[src/core/sbc_cfg_pkg.sv]
/*
  Constants for the configuration and diagnosis register encoders: frame layout,
  select codes, field positions, reset values and encodings.
  Assumes a 16-bit SPI frame, LSB first, with mode bits [2:0], select [5:3], data [15:6].
*/
// Notes on behaviour
// - Slope bit set in setup register 101 puts all LIN cells in low slope; default one.
// - CAN mode field: 00 off, 01 wake capable, 10 receive only, 11 normal; default 00.
// - LIN mode field: 00 off, 01 wake capable, 10 receive only, 11 normal; default 00.
// - Watchdog register 110: mode bit picks time-out, on/off bit enables; both default one.
// - Checksum equals XOR of bits 13 to 6; bad checksum keeps previous watchdog settings.
// - Select 111 takes no write; reads return restart reason, limp cause, configuration.
// - Threshold field: 01 first (default), 10 second, 11 third; 00 keeps previous.
// - Period code n: below 16 gives (n+1)*16 ms, else n*48-464 ms; default 15.
// - Restart reason: 00 none, 01 supply undervoltage, 10 watchdog or wake, 11 flash or reset.
// - Restart reason clears on read-only read of select 111 and on leaving sleep or fail-safe.
// - Limp cause is a 3-bit code from none through reset clamped, then reserved.
// - Limp cause returns to 000 when limp-home output is switched off over SPI.
// - Configuration read-out: 000,001 one failure on/off; 010,011 two failures on/off.
// - Read-out top bit set means software development mode; watchdog failure is harmless.
// - Defaults hold until changed; current values are readable on the serial output.
// - Read-only returns selected register in same frame; other commands in the next frame.
// - Read-only writes nothing, changes no mode, clears read-clear bits, triggers watchdog.
package sbc_cfg_pkg;

    localparam int          FRAME_BITS      = 16;
    localparam logic [4:0]  FRAME_BITS_C    = 5'h10;
    localparam logic [4:0]  SELECT_DONE_C   = 5'h06;

    // Mode select codes
    localparam logic [2:0]  MODE_READ_ONLY  = 3'h0;

    // Configuration select codes
    localparam logic [2:0]  SEL_SBC_CFG     = 3'h4;
    localparam logic [2:0]  SEL_COMM_SETUP  = 3'h5;
    localparam logic [2:0]  SEL_WD_SETUP    = 3'h6;
    localparam logic [2:0]  SEL_LIMP_DIAG   = 3'h7;

    // Field positions within the 10-bit data field (frame bit minus 6)
    localparam int          CFG_RT_LO       = 0;
    localparam int          CFG_LIMP_ON     = 6;
    localparam int          CFG_WD_TO_LIMP  = 8;
    localparam int          COMM_SLOPE      = 0;
    localparam int          COMM_CAN_LO     = 1;
    localparam int          COMM_LIN_LO     = 3;
    localparam int          WD_PERIOD_LO    = 0;
    localparam int          WD_TONW         = 5;
    localparam int          WD_RSVD         = 6;
    localparam int          WD_ENABLE       = 7;
    localparam int          WD_PARITY       = 8;
    localparam int          DIAG_RR_LO      = 0;
    localparam int          DIAG_LIMP_LO    = 2;
    localparam int          DIAG_CFG_LO     = 5;

    // Reset values
    localparam logic [8:0]  CFG_RESET       = 9'h115;
    localparam logic [1:0]  RT_DEFAULT      = 2'h1;
    localparam logic [1:0]  RT_INVALID      = 2'h0;
    localparam logic        SLOPE_DEFAULT   = 1'h1;
    localparam logic [1:0]  CELL_OFF        = 2'h0;
    localparam logic        TONW_DEFAULT    = 1'h1;
    localparam logic        WDEN_DEFAULT    = 1'h1;
    localparam logic [4:0]  PERIOD_DEFAULT  = 5'h0f;
    localparam logic [1:0]  RR_NONE         = 2'h0;
    localparam logic [2:0]  LIMP_NONE       = 3'h0;

    // Watchdog period conversion, in ms
    localparam logic [10:0] PERIOD_STEP_LO  = 11'h010;
    localparam logic [10:0] PERIOD_STEP_HI  = 11'h030;
    localparam logic [10:0] PERIOD_OFFSET   = 11'h1d0;
    localparam logic [10:0] PERIOD_MS_RESET = 11'h100;

endpackage

[src/core/sbc_config_diag_encoders.sv]
/*
  SPI-reached configuration and diagnosis registers of the basis chip: setup, watchdog,
  reset threshold and limp-home diagnosis, with the serial read-back path.
  Assumes an SPI master in mode 0, LSB first, 16-bit frames; events come from same-clock logic.
*/
`timescale 1ns/1ps
module sbc_config_diag_encoders
    import sbc_cfg_pkg::*;
(
    input  wire logic        i_mclk,
    input  wire logic        i_reset_n,
    input  wire logic        i_spi_sclk,
    input  wire logic        i_spi_cs_n,
    input  wire logic        i_spi_sdi,
    input  wire logic [2:0]  i_sbc_mode,
    input  wire logic        i_restart_set,
    input  wire logic [1:0]  i_restart_code,
    input  wire logic        i_leave_sleep_failsafe,
    input  wire logic        i_limp_set,
    input  wire logic [2:0]  i_limp_code,
    input  wire logic        i_test_pin,
    input  wire logic        i_supply_off_strap,
    output logic             o_spi_sdo,
    output logic             o_spi_sdo_oe,
    output logic             o_lin_low_slope_sel,
    output logic [1:0]       o_can_cell_mode,
    output logic [1:0]       o_lin_cell_mode,
    output logic             o_wd_timeout_not_window,
    output logic             o_wd_enable,
    output logic [10:0]      o_wd_period_ms,
    output logic [1:0]       o_reset_thresh,
    output logic             o_limp_on,
    output logic             o_sw_dev_mode,
    output logic             o_wd_trigger,
    output logic             o_wd_bad_write,
    output logic [2:0]       o_mode_sel,
    output logic             o_mode_stb
);
    typedef struct packed {
        logic        sclk_prev;
        logic        cs_prev_n;
        logic [4:0]  bit_cnt;
        logic [15:0] rx;
        logic [2:0]  prev_sel;
        logic [8:0]  cfg;
        logic        slope;
        logic [1:0]  can_mode;
        logic [1:0]  lin_mode;
        logic [4:0]  period;
        logic        tonw;
        logic        wd_en;
        logic [10:0] period_ms;
        logic [1:0]  restart;
        logic [2:0]  limp;
        logic [2:0]  cfg_rd;
        logic        sdo;
        logic        sdo_oe;
        logic        wd_trig;
        logic        wd_bad;
        logic [2:0]  mode_out;
        logic        mode_stb;
    } state_s;

    state_s     st_q;
    state_s     st_d;
    logic [2:0] pins;

    pin_sync3 #(
        .W    (3),
        .INIT (3'h2)
    ) u_sync (
        .i_mclk    (i_mclk),
        .i_reset_n (i_reset_n),
        .i_pin     ({i_spi_sdi, i_spi_cs_n, i_spi_sclk}),
        .o_level   (pins)
    );

    // Register contents as placed in the data field
    function automatic logic [9:0] reg_data(input logic [2:0] sel, input state_s s);
        logic [9:0] d;
        d = '0;
        case (sel)
            SEL_SBC_CFG: begin
                d[8:0] = s.cfg;
            end
            SEL_COMM_SETUP: begin
                d[COMM_SLOPE]              = s.slope;
                d[COMM_CAN_LO +: 2]        = s.can_mode;
                d[COMM_LIN_LO +: 2]        = s.lin_mode;
            end
            SEL_WD_SETUP: begin
                d[WD_PERIOD_LO +: 5]       = s.period;
                d[WD_TONW]                 = s.tonw;
                d[WD_RSVD]                 = 1'b1;
                d[WD_ENABLE]               = s.wd_en;
                d[WD_PARITY]               = ^d[7:0];
            end
            SEL_LIMP_DIAG: begin
                d[DIAG_RR_LO +: 2]         = s.restart;
                d[DIAG_LIMP_LO +: 3]       = s.limp;
                d[DIAG_CFG_LO +: 3]        = s.cfg_rd;
            end
            default: begin
                d = '0;
            end
        endcase
        return d;
    endfunction

    logic       sclk_rise;
    logic       cs_fall;
    logic       cs_rise;
    logic [2:0] rx_mode;
    logic [2:0] rx_sel;
    logic [9:0] rx_data;
    logic [9:0] tx_data;
    logic [15:0] tx_word;
    logic       is_ro;
    logic       ro_now;
    logic       parity_ok;
    logic       rr_clear;
    logic       limp_clear;
    logic       frame_ok;

    always_comb begin
        st_d         = st_q;
        sclk_rise    = pins[0] && !st_q.sclk_prev;
        cs_fall      = !pins[1] && st_q.cs_prev_n;
        cs_rise      = pins[1] && !st_q.cs_prev_n;
        rx_mode      = st_q.rx[2:0];
        rx_sel       = st_q.rx[5:3];
        rx_data      = st_q.rx[15:6];
        is_ro        = (rx_mode == MODE_READ_ONLY);
        frame_ok     = cs_rise && (st_q.bit_cnt == FRAME_BITS_C);
        parity_ok    = (rx_data[WD_PARITY] == ^rx_data[7:0]);
        rr_clear     = 1'b0;
        limp_clear   = 1'b0;
        st_d.sclk_prev = pins[0];
        st_d.cs_prev_n = pins[1];
        st_d.wd_trig   = 1'b0;
        st_d.wd_bad    = 1'b0;
        st_d.mode_stb  = 1'b0;

        // Serial receive, LSB first
        if (cs_fall) begin
            st_d.bit_cnt = '0;
            st_d.rx      = '0;
        end else if (!pins[1] && sclk_rise && st_q.bit_cnt < FRAME_BITS_C) begin
            st_d.rx[st_q.bit_cnt[3:0]] = pins[2];
            st_d.bit_cnt = st_q.bit_cnt + 5'h01;
        end

        // Serial transmit: read-only answers from its own select once known
        ro_now  = is_ro && (st_d.bit_cnt >= SELECT_DONE_C);
        tx_data = reg_data(ro_now ? st_d.rx[5:3] : st_q.prev_sel, st_q);
        tx_word = {tx_data, (ro_now ? st_d.rx[5:3] : st_q.prev_sel), i_sbc_mode};
        st_d.sdo_oe = !pins[1];
        st_d.sdo    = pins[1] ? 1'b0 : tx_word[st_d.bit_cnt[3:0]];

        // Commit at the end of a complete frame
        if (frame_ok) begin
            st_d.prev_sel = rx_sel;
            if (is_ro) begin
                st_d.wd_trig = 1'b1;
                rr_clear     = (rx_sel == SEL_LIMP_DIAG);
            end else begin
                st_d.mode_out = rx_mode;
                st_d.mode_stb = 1'b1;
                case (rx_sel)
                    SEL_SBC_CFG: begin
                        st_d.cfg[8:2] = rx_data[8:2];
                        if (rx_data[CFG_RT_LO +: 2] != RT_INVALID) begin
                            st_d.cfg[1:0] = rx_data[CFG_RT_LO +: 2];
                        end
                        limp_clear = st_q.cfg[CFG_LIMP_ON] && !rx_data[CFG_LIMP_ON];
                    end
                    SEL_COMM_SETUP: begin
                        st_d.slope    = rx_data[COMM_SLOPE];
                        st_d.can_mode = rx_data[COMM_CAN_LO +: 2];
                        st_d.lin_mode = rx_data[COMM_LIN_LO +: 2];
                    end
                    SEL_WD_SETUP: begin
                        if (parity_ok) begin
                            st_d.period = rx_data[WD_PERIOD_LO +: 5];
                            st_d.tonw   = rx_data[WD_TONW];
                            st_d.wd_en  = rx_data[WD_ENABLE];
                        end else begin
                            st_d.wd_bad = 1'b1;
                        end
                    end
                    default: begin
                        st_d.prev_sel = rx_sel;
                    end
                endcase
            end
        end

        // Period in ms from the stored code
        if (st_q.period[4]) begin
            st_d.period_ms = 11'(11'(st_q.period) * PERIOD_STEP_HI - PERIOD_OFFSET);
        end else begin
            st_d.period_ms = 11'((11'(st_q.period) + 11'h001) * PERIOD_STEP_LO);
        end

        // Diagnosis flags: a new event wins over a clear in the same cycle
        if (i_restart_set) begin
            st_d.restart = i_restart_code;
        end else if (rr_clear || i_leave_sleep_failsafe) begin
            st_d.restart = RR_NONE;
        end
        if (i_limp_set) begin
            st_d.limp = i_limp_code;
        end else if (limp_clear) begin
            st_d.limp = LIMP_NONE;
        end

        // Hardware configuration read-out
        st_d.cfg_rd = {i_test_pin, st_q.cfg[CFG_WD_TO_LIMP], i_supply_off_strap};
    end

    always_ff @(posedge i_mclk) begin
        if (!i_reset_n) begin
            st_q           <= '0;
            st_q.sclk_prev <= 1'b0;
            st_q.cs_prev_n <= 1'b1;
            st_q.prev_sel  <= SEL_SBC_CFG;
            st_q.cfg       <= CFG_RESET;
            st_q.slope     <= SLOPE_DEFAULT;
            st_q.can_mode  <= CELL_OFF;
            st_q.lin_mode  <= CELL_OFF;
            st_q.period    <= PERIOD_DEFAULT;
            st_q.tonw      <= TONW_DEFAULT;
            st_q.wd_en     <= WDEN_DEFAULT;
            st_q.period_ms <= PERIOD_MS_RESET;
            st_q.restart   <= RR_NONE;
            st_q.limp      <= LIMP_NONE;
        end else begin
            st_q <= st_d;
        end
    end

    assign o_spi_sdo               = st_q.sdo;
    assign o_spi_sdo_oe            = st_q.sdo_oe;
    assign o_lin_low_slope_sel     = st_q.slope;
    assign o_can_cell_mode         = st_q.can_mode;
    assign o_lin_cell_mode         = st_q.lin_mode;
    assign o_wd_timeout_not_window = st_q.tonw;
    assign o_wd_enable             = st_q.wd_en;
    assign o_wd_period_ms          = st_q.period_ms;
    assign o_reset_thresh          = st_q.cfg[1:0];
    assign o_limp_on               = st_q.cfg[CFG_LIMP_ON];
    assign o_sw_dev_mode           = st_q.cfg_rd[2];
    assign o_wd_trigger            = st_q.wd_trig;
    assign o_wd_bad_write          = st_q.wd_bad;
    assign o_mode_sel              = st_q.mode_out;
    assign o_mode_stb              = st_q.mode_stb;
endmodule

[src/core/pin_sync3.sv]
/*
  Three-stage synchroniser for asynchronous pins, one generate block per bit.
  A new level is accepted once the second and third stages agree.
*/
`timescale 1ns/1ps
module pin_sync3 #(
    parameter int            W     = 3,
    parameter logic [W-1:0]  INIT  = '0
) (
    input  wire logic         i_mclk,
    input  wire logic         i_reset_n,
    input  wire logic [W-1:0] i_pin,
    output logic      [W-1:0] o_level
);
    typedef struct packed {
        logic [W-1:0] s1;
        logic [W-1:0] s2;
        logic [W-1:0] s3;
        logic [W-1:0] lvl;
    } sync_s;

    sync_s        st_q;
    sync_s        st_d;
    logic [W-1:0] lvl_next;

    // Per bit: take the new level only when the last two stages agree
    for (genvar g = 0; g < W; g++) begin : g_bit
        assign lvl_next[g] = (st_q.s2[g] == st_q.s3[g]) ? st_q.s3[g] : st_q.lvl[g];
    end

    always_comb begin
        st_d     = st_q;
        st_d.s1  = i_pin;
        st_d.s2  = st_q.s1;
        st_d.s3  = st_q.s2;
        st_d.lvl = lvl_next;
    end

    always_ff @(posedge i_mclk) begin
        if (!i_reset_n) begin
            st_q <= {INIT, INIT, INIT, INIT};
        end else begin
            st_q <= st_d;
        end
    end

    assign o_level = st_q.lvl;
endmodule

[config.mk]
export PLATFORM = sky130hd
export DESIGN_NAME = sbc_config_diag_encoders
export DESIGN_NICKNAME = d
export VERILOG_FILES = /design/src/core/sbc_cfg_pkg.sv /design/src/core/sbc_config_diag_encoders.sv /design/src/core/pin_sync3.sv
export SDC_FILE = /design/constraint.sdc
export NUM_CORES = 1
export LEC_CHECK = 0
export ABC_AREA = 0
export BUFFER_PORTS_ARGS = -buffer_cell sky130_fd_sc_hd__clkbuf_2
export CORE_MARGIN = 1
export CORE_UTILIZATION = 45
export DETAILED_ROUTE_END_ITERATION = 8
export PLACE_DENSITY = 0.71
export SETUP_SLACK_MARGIN = 0.4
export SYNTH_ARGS = -nofsm -noshare
export SYNTH_HDL_FRONTEND = slang
export SYNTH_SLANG_ARGS = --single-unit
[constraint.sdc]
create_clock -name i_mclk -period 8.52 [get_ports i_mclk]
set_clock_uncertainty 0.2 [all_clocks]
set_input_delay 0.426 -clock i_mclk [delete_from_list [all_inputs] [get_ports i_mclk]]
set_output_delay 0.426 -clock i_mclk [all_outputs]
set_load 0.02 [all_outputs]
=== After elaboration in Yosys (flattened, before gate mapping) ===
Index checks and enable logic that the tools add are counted.

* Bits in registers: 86
* Word-level logic and storage cells: 111

* $add $sub $neg: 3
* Multipliers: 1
* $lt $le $gt $ge: 5
* Equality and inequality tests: 13
* Muxes and demuxes: 24
* Bitwise logic cells: 4
* Reduce and logical (&&, ||, !) cells: 30

{| class="wikitable"
|+ Operators with widths
! cell !! count
|-
| 21-bit two-way mux || 2
|-
| 3-bit == test (second input constant) || 8
|-
| 5-bit one-hot mux with 4 select lines || 1
|-
| 16-bit bitwise mux || 1
|-
| 8-bit parity || 2
|-
| 11-bit two-way mux || 1
|-
| 11-bit by 9-bit subtractor with 11-bit output (second input constant) || 1
|-
| 4-bit by 5-bit less-than comparator with 1-bit output (second input constant) || 2
|-
| 1-bit two-way mux || 10
|-
| 1-bit logical AND || 9
|-
| 3-bit two-way mux || 3
|-
| 3-bit one-hot mux with 3 select lines || 1
|-
| 4-bit AND reduction || 2
|-
| 5-bit by 2-bit multiplier with 7-bit output (second input constant) || 1
|-
| 5-bit by 1-bit adder with 6-bit output (second input constant) || 1
|-
| 2-bit AND reduction || 3
|-
| 3-bit AND reduction || 2
|-
| 2-bit nonzero test || 3
|-
| 5-bit by 1-bit adder with 5-bit output (second input constant) || 1
|-
| 5-bit == test (second input constant) || 1
|-
| 5-bit by 3-bit >= comparator with 1-bit output (second input constant) || 1
|-
| 5-bit less-than comparator (second input constant) || 1
|-
| 1-bit binary-select mux with 4-bit select || 1
|-
| 1-bit demux with 4-bit select || 1
|-
| other kinds (10) || 21
|}

=== Longest topological paths before layout ===
Gate-level depths: netlist (run 1).

* Depth after elaboration: 14
* Mapped depth: 12
* Mapped depth without buffers: 11

=== Cells and area by module ===
Synthesis (run 1) repeated with hierarchy kept, for this count alone.

* Cell total of the unflattened synthesis: 443
* Area, all modules: 4077.7 um2

{| class="wikitable"
|+ Modules (own cells, without submodules)
! module !! times used !! cells each !! area an instance (um2) !! seq. area each (um2)
|-
| sbc_config_diag_encoders || 1 || 409 || 3688.5 || 1381.3
|-
| pin_sync3 || 1 || 34 || 389.1 || 240.2
|}

=== Worst setup path before layout (run 1) ===
No wires, ideal clock.

* Path kind: reg-to-reg
* Start: reg u_sync.st_q (netlist bit u_sync.o_level[1])
* End: reg st_q (netlist bit o_spi_sdo)
* Library setup time: 0.126 ns
* Arrival: 2.580 ns
* Data required time: 8.194 ns
* Slack: 5.614 ns
* Cell stages (with the launch flop): 10
* Path buffers: 0
* Period minus slack after synthesis: 2.906 ns
* Cells stage by stage: dfxtp_1 nor4b_4 mux2_4 and2_1 a21oi_1 mux2_4 a21boi_0 o2111a_1 o41ai_2 a31oi_1

* Cells in the longest elaborated chain, start to end: 12
* Elaborated cells between the ends (all ways): 19

{| class="wikitable"
|+ RTL lines
! element !! line !! source
|-
| start: declaration || pin_sync3.sv:22 || <nowiki>sync_s st_q;</nowiki>
|-
| start signal: assignment || pin_sync3.sv:41 || <nowiki>st_q <= {INIT, INIT, INIT, INIT};</nowiki>
|-
| start signal: assignment || pin_sync3.sv:43 || <nowiki>st_q <= st_d;</nowiki>
|-
| 1-bit logical NOT || sbc_config_diag_encoders.sv:128, sbc_config_diag_encoders.sv:148 ||
|-
| 1-bit logical AND (2 in a row) || sbc_config_diag_encoders.sv:148 || <nowiki>end else if (!pins[1] && sclk_rise && st_q.bit_cnt < FRAME_BITS_C) begin</nowiki>
|-
| 21-bit two-way mux || sbc_config_diag_encoders.sv:148 ||
|-
| 21-bit two-way mux || sbc_config_diag_encoders.sv:145 || <nowiki>if (cs_fall) begin</nowiki>
|-
| 5-bit by 3-bit >= comparator with 1-bit output || sbc_config_diag_encoders.sv:154 || <nowiki>ro_now = is_ro && (st_d.bit_cnt >= SELECT_DONE_C);</nowiki>
|-
| 1-bit logical AND || sbc_config_diag_encoders.sv:154 ||
|-
| 3-bit two-way mux || sbc_config_diag_encoders.sv:155, sbc_config_diag_encoders.sv:156 ||
|-
| 3-bit == test || sbc_config_diag_encoders.sv:82 || <nowiki>case (sel)</nowiki>
|-
| 5-bit one-hot mux with 4 select lines (tied with other cells) || sbc_config_diag_encoders.sv:82 ||
|-
| 1-bit binary-select mux with 4-bit select || sbc_config_diag_encoders.sv:158 || <nowiki>st_d.sdo = pins[1] ? 1'b0 : tx_word[st_d.bit_cnt[3:0]];</nowiki>
|-
| 1-bit two-way mux (implied by the code) || sbc_config_diag_encoders.sv:158 ||
|-
| end signal: assignment || sbc_config_diag_encoders.sv:238 || <nowiki>st_q <= st_d;</nowiki>
|-
| end: declaration || sbc_config_diag_encoders.sv:64 || <nowiki>state_s st_q;</nowiki>
|}

Parallel ways exist; a longest one is shown, timed or not. The select of a mux whose other input is x is not followed.
A chain may end at the register's enable or synchronous reset.

=== Final worst setup path (run 1) ===
Ends and elaborated chain as after synthesis.

==> flow_summary.ini, run 1 <==
[global_routing]
grt_pass1_wl_um = 17000
grt_pass1_vias = 3278
grtUsageTotal_pct = 22.2
overflow = 0
grt_max_degree = 34
antenna_found_initial = 0

[cts]
numCtsBuffers = 9
clkTransAtPathRegs_ns = 0.10
cts_setup_buffers = 0
cts_hold_buf = 0
root_buffer = clkbuf_8
clock_tree.buffer_depth = 2
cts_tree = done
cts_num_sinks = 81
cts_resized = 0
htree_levels = 3
clk_latency_ns = 0.36

[hold_path]
hp-start = i_spi_cs_n
worstHoldPathType = input port to flop

[route]
routedWlPerCell_um = 16.8
drt-total-wl_um = 10300
antenna_left = 0
drc = 0
via_per_inst = 5.65
vias = 3462
drt_iter0_markers = 298
dr.pass1.iters = 5

[floorplanning]
initial_core_util_pct = 47.4
core_area_sq_um = 8890
die_w_um = 98.8
io_pins = 48
fp.dieArea_sq_um = 9760
num_rows = 34
die_h_um = 98.8

[yosys]
synth_compound_area_share_pct = 14.1
synthMuxAreaShare_pct = 10.1
synth-xor-area-share_pct = 4.78
synth_top_family_by_area = simple AND/OR/NAND/NOR gates
synth_edf_count = 0
ys.flop_type = dfxtp_1
syn_area_sq_um = 4220
syn_inst = 481
synth_simple_gate_area_share_pct = 21.3
synth.yosys.seq_area_share_pct = 38.4
syn_avg_cell_area_sq_um = 8.77
synth_seq_cells = 81
yosysWarnings = 0
synth-adder-area-share_pct = 4.03
synth.distinct_cells = 55
async_flop_share_pct = 0

[critical_path]
regToRegStartpoint = u_sync.o_level[1]
r2r-end = o_spi_sdo
reg2reg_slack_ns = 5.26
cp_cell_sequence = nor4b_4 > buf_4 > mux2_4 > and3_1 > a21oi_1 > a21oi_1 > a211oi_1 > a311oi_1 > o41ai_2 > a31oi_1
crit_path_end_kind = flop
reg2reg_depth = 10
start_kind = flop
arrival_ns = 3.32
cpMostUsedCell = a21oi_1
critical_path_class = flop to flop
slowest_delay_ns = 0.51
critPathSlowestCell = a21oi_1
crit_buf_inv = 1
crit_family = compound AO/OA/AOI/OAI gates
crit_cells = 10
cp.required_ns = 8.57
cp_max_fo = 28
critPathLaunch = u_sync.o_level[1]
critPathCapture = o_spi_sdo

[sta]
finalSetupTns_ns = 0
finalHoldViolations = 0
rsz0062_at_grt = false
slew_headroom_pct = 54.6
finalMaxSlewViolations = 0
period_needed_ns = 3.26
hold_ws_ns = 0.0450
setup_violations = 0
timing.final.crit_share_pct = 38.3
tightest_slew_ns = 0.679
clock.fmax_mhz = 307

[placed_design]
gp_congestion = 0.924
io_buffer_count = 43
dp_hpwl_um = 7310

[power]
p_per_area_nw_per_um2 = 148
static-leakage-power_nw = 1.94
ir_drop_v = 0.0000894

[layout]
multi_input_area_sq_um = 2310
seq_area_sq_um = 1620
nets = 531
area_delta_synth_final_pct = 7.89
fillCellCount = 838
post_route_cells_drive_above_1_share_pct = 15.0
antennaDiodeCount = 0

[status]
status = completed

[flow_run]
maxCapViolations = 0
## logic make-up (layout without fill, tap and decap cells)
family                   Yosys count  in the layout
flip-flops                        81             81
AND/OR/NAND/NOR                  179            179
adder cells (fa/ha/maj)           13             13
buffers and inverters             57             78
multiplexers                      41             41
other                              1              4
XOR/XNOR                          23             23
AO/OA/AOI/OAI                     86             86
## layout by cell type (no fill, tap or decap), types with 5 or more instances in the layout
cell type | Yosys | final
xor2_1 | 6 | 6
nor2b_1 | 6 | 6
clkbuf_2 | 1 | 43
mux2i_1 | 37 | 37
nand2b_1 | 6 | 6
a21o_1 | 5 | 5
o211ai_1 | 5 | 5
and3_1 | 7 | 7
ha_1 | 12 | 12
and2_1 | 15 | 15
a22oi_1 | 8 | 8
clkbuf_8 | 0 | 9
o21ai_0 | 14 | 14
a21oi_1 | 19 | 19
inv_1 | 16 | 16
nand2_1 | 37 | 37
nand3_1 | 24 | 24
nand4_1 | 9 | 9
nor2_1 | 57 | 57
xnor2_1 | 17 | 17
dfxtp_1 | 81 | 81
## cell usage after synthesis (4+ instances only)
master,n,share of area [%]
nor2b_1,6,0.89
o21ai_0,14,1.7
nor3_1,4,0.47
buf_4,21,3.7
o211ai_1,5,0.89
nand2b_1,6,0.89
nor2_1,57,5.1
xor2_1,6,1.2
and3_1,7,1.0
mux2i_1,37,8.8
buf_2,4,0.47
xnor2_1,17,3.5
a21o_1,5,0.89
nand3_1,24,2.8
clkbuf_1,14,1.2
nand4_1,9,1.3
ha_1,12,3.6
a311oi_1,4,0.83
a22oi_1,8,1.4
a21oi_1,19,2.3
nand2_1,37,3.3
dfxtp_1,81,38
inv_1,16,1.4
and2_1,15,2.2
## per-stage QoR
| step | power [mW] | worst slack (ns) | std cells | util [%] | instance area [sq um] |
|---|---|---|---|---|---|
| floorplan | 0.404 | 5.61 | 484 | - | 4230 |
| global placement | 0.411 | 5.33 | 597 | 49.1 | 4360 |
| CTS | 0.679 | 5.32 | 613 | 51.2 | 4550 |
| finish | 0.672 | 5.26 | 613 | 51.2 | 4550 |
| global route | 0.698 | 5.05 | 613 | 51.2 | 4550 |
| detailed placement | 0.411 | 5.32 | 597 | 49.1 | 4360 |
## routing by layer
layer | track usage [%] | vias to the layer above | share of wire, %
met4 | 8.73 | 0 | 2.6
met5 | 0 | - | 0
li1 | - | 1701 | -
met1 | 30.8 | 1604 | 48
met2 | 33.9 | 133 | 44
met3 | 4.40 | 24 | 6.2
## how the worst min path moves through the flow
stage | endpoint | slack [ns] | cells past startpoint
after global routing | u_sync.st_d[7] | 0.04 | 2
after floorplan | u_sync.st_d[4] | 0.19 | 1
after CTS | u_sync.st_d[7] | 0.04 | 2
after detailed placement | u_sync.st_d[4] | 0.22 | 1
after global placement | u_sync.st_d[4] | 0.21 | 1
final | u_sync.st_d[7] | 0.04 | 2
## area by class of cell
class	count	share of cell area, %
timing repair buffer	46	5.22
multi-input combinational	346	50.7
tap	108	2.97
clock buffer	9	2.72
clock inverter	7	1.40
sequential	81	35.6
inverter	16	1.32
## where the power goes
group	internal, mW	total (mW)	switching, mW	leakage (nW)
clock	0.112	0.270	0.158	0.0899
combinational	0.00625	0.0177	0.0115	1.20
sequential	0.382	0.384	0.00201	0.656
total	0.500	0.672	0.172	1.94
(Power assumes the default switching activity.)
==> run 2, diff against run 1 <==
==> constraint.sdc (replaced) <==
create_clock -name i_mclk -period 3.2 [get_ports i_mclk]
set_clock_uncertainty 0.2 [all_clocks]
set_input_delay 0.16 -clock i_mclk [delete_from_list [all_inputs] [get_ports i_mclk]]
set_output_delay 0.16 -clock i_mclk [all_outputs]
set_load 0.02 [all_outputs]
==> run 2 against run 1 <==
Against the previous run:
- sequential share of layout area shrank 3.4 points
- via count is 6.8% higher
- clock-buffer cell count increased by 2
- critical path depth is 2 higher
- setup slack worse by 4.9 ns
- total power rose to 2.8 times the previous value
==> flow_summary.ini, run 2 (synthesis results as in run 1) <==
[sta]
finalHoldViolations = 0
clock.fmax_mhz = 352
slew_headroom_pct = 56.2
setup_violations = 0
period_needed_ns = 2.84
rsz0062_at_grt = true
finalWorstSetupSlack_ns = 0.357
hold_ws_ns = 0.174
finalSetupTns_ns = 0
finalMaxSlewViolations = 0
timing.final.crit_share_pct = 88.9
tightest_slew_ns = 0.657

[cts]
clk_latency_ns = 0.36
cts_tree = done
cts_num_sinks = 81
htree_levels = 3
clock_tree.buffer_depth = 2
root_buffer = clkbuf_8
numCtsBuffers = 9
clkTransAtPathRegs_ns = 0.08

[route]
via_per_inst = 5.67
antenna_left = 0
routedWlPerCell_um = 17.3
vias = 3697
drt_iter0_markers = 364
drt-total-wl_um = 11300
dr.pass1.iters = 5
drc = 0

[status]
status = completed

[power]
p_per_area_nw_per_um2 = 375
p_total_mw = 1.90
static-leakage-power_nw = 2.16
ir_drop_v = 0.000182

[layout]
antennaDiodeCount = 0
instances_no_fill = 652
design_area_sq_um = 5070
fillCellCount = 801
post_route_cells_drive_above_1_share_pct = 23.3
area_delta_synth_final_pct = 20.3
final_cell_mix = dfxtp_1, nor2_1, clkbuf_2
fin_util_pct = 57.1
final_common_cell = dfxtp_1
nets = 570

[floorplanning]
fp.dieArea_sq_um = 9760
die_w_um = 98.8
core_area_sq_um = 8890
io_pins = 48
num_rows = 34
die_h_um = 98.8
initial_core_util_pct = 47.4

[global_routing]
grt_pass1_vias = 3584
grt_max_degree = 33
grt_pass1_wl_um = 18100
antenna_found_initial = 0
grtUsageTotal_pct = 23.9
overflow = 0

[flow_run]
maxCapViolations = 0

[critical_path]
cp.required_ns = 3.30
crit_path_end_kind = flop
start_kind = flop
cp_max_fo = 6
critical_path_class = flop to flop
arrival_ns = 2.94

[placed_design]
placed_cell_area_sq_um = 4450
gp_congestion = 0.908
post-place-ws_ns = 0.235
dp_hpwl_um = 7650
io_buffer_count = 43
place_inst = 607

[hold_path]
worstHoldPathType = input port to flop
run 2: worst max-delay path, cell delays in order (launching register included):
cell and delay (ns):
dfxtp_4 0.36, nor4b_4 0.38, buf_6 0.17, buf_4 0.10
nand4_1 0.16, a21oi_2 0.21, a21boi_2 0.27, buf_4 0.19
o21ai_1 0.07, a21o_1 0.19, a41oi_2 0.18, nand4_1 0.13
a31oi_1 0.16
run 2: final timing paths:
kind	startpoint	end	slack (ns)	cells past startpoint
max	u_sync.o_level[1]	o_spi_sdo	0.36	12
min	i_reset_n	o_wd_enable	0.17	2
max reg2reg	u_sync.o_level[1]	o_spi_sdo	0.36	12
min reg2reg	u_sync.st_d[7]	u_sync.st_d[4]	0.22	1
run 2: cell type report:
cell class                      instances  area (sq um)  area share, %
Clock buffer                           11           131           2.59
Clock inverter                          5          80.1           1.58
Inverter                               16          60.1           1.18
Multi-Input combinational cell        347          2470           48.6
Sequential cell                        81          1640           32.2
Tap cell                              108           135           2.66
Timing Repair Buffer                   84           564           11.1
run 2: routing by layer:
layer | wire length (um) | up-vias | GRT usage (%)
li1 | - | 1779 | -
met1 | 5030 | 1750 | 32.3
met2 | 5240 | 143 | 38.0
met3 | 725 | 25 | 3.97
met4 | 284 | 0 | 9.41
met5 | 0 | - | 0
run 2: power breakdown:
part	internal, mW	switching (mW)
clock	0.439	0.381
sequential	1.01	0.00557
combinational	0.0279	0.0338
run 2: what timing repair did:
| action | CTS | global route |
|---|---|---|
| endpoints found under the setup margin | 1 | 4 |
| pin swaps | 5 | 20 |
| resized for setup | 17 | 31 |
| cloned | 1 | 2 |
| hold buffers | 13 | 0 |
| buffers inserted | 7 | 6 |
| endpoints found under the hold margin | 10 | 0 |
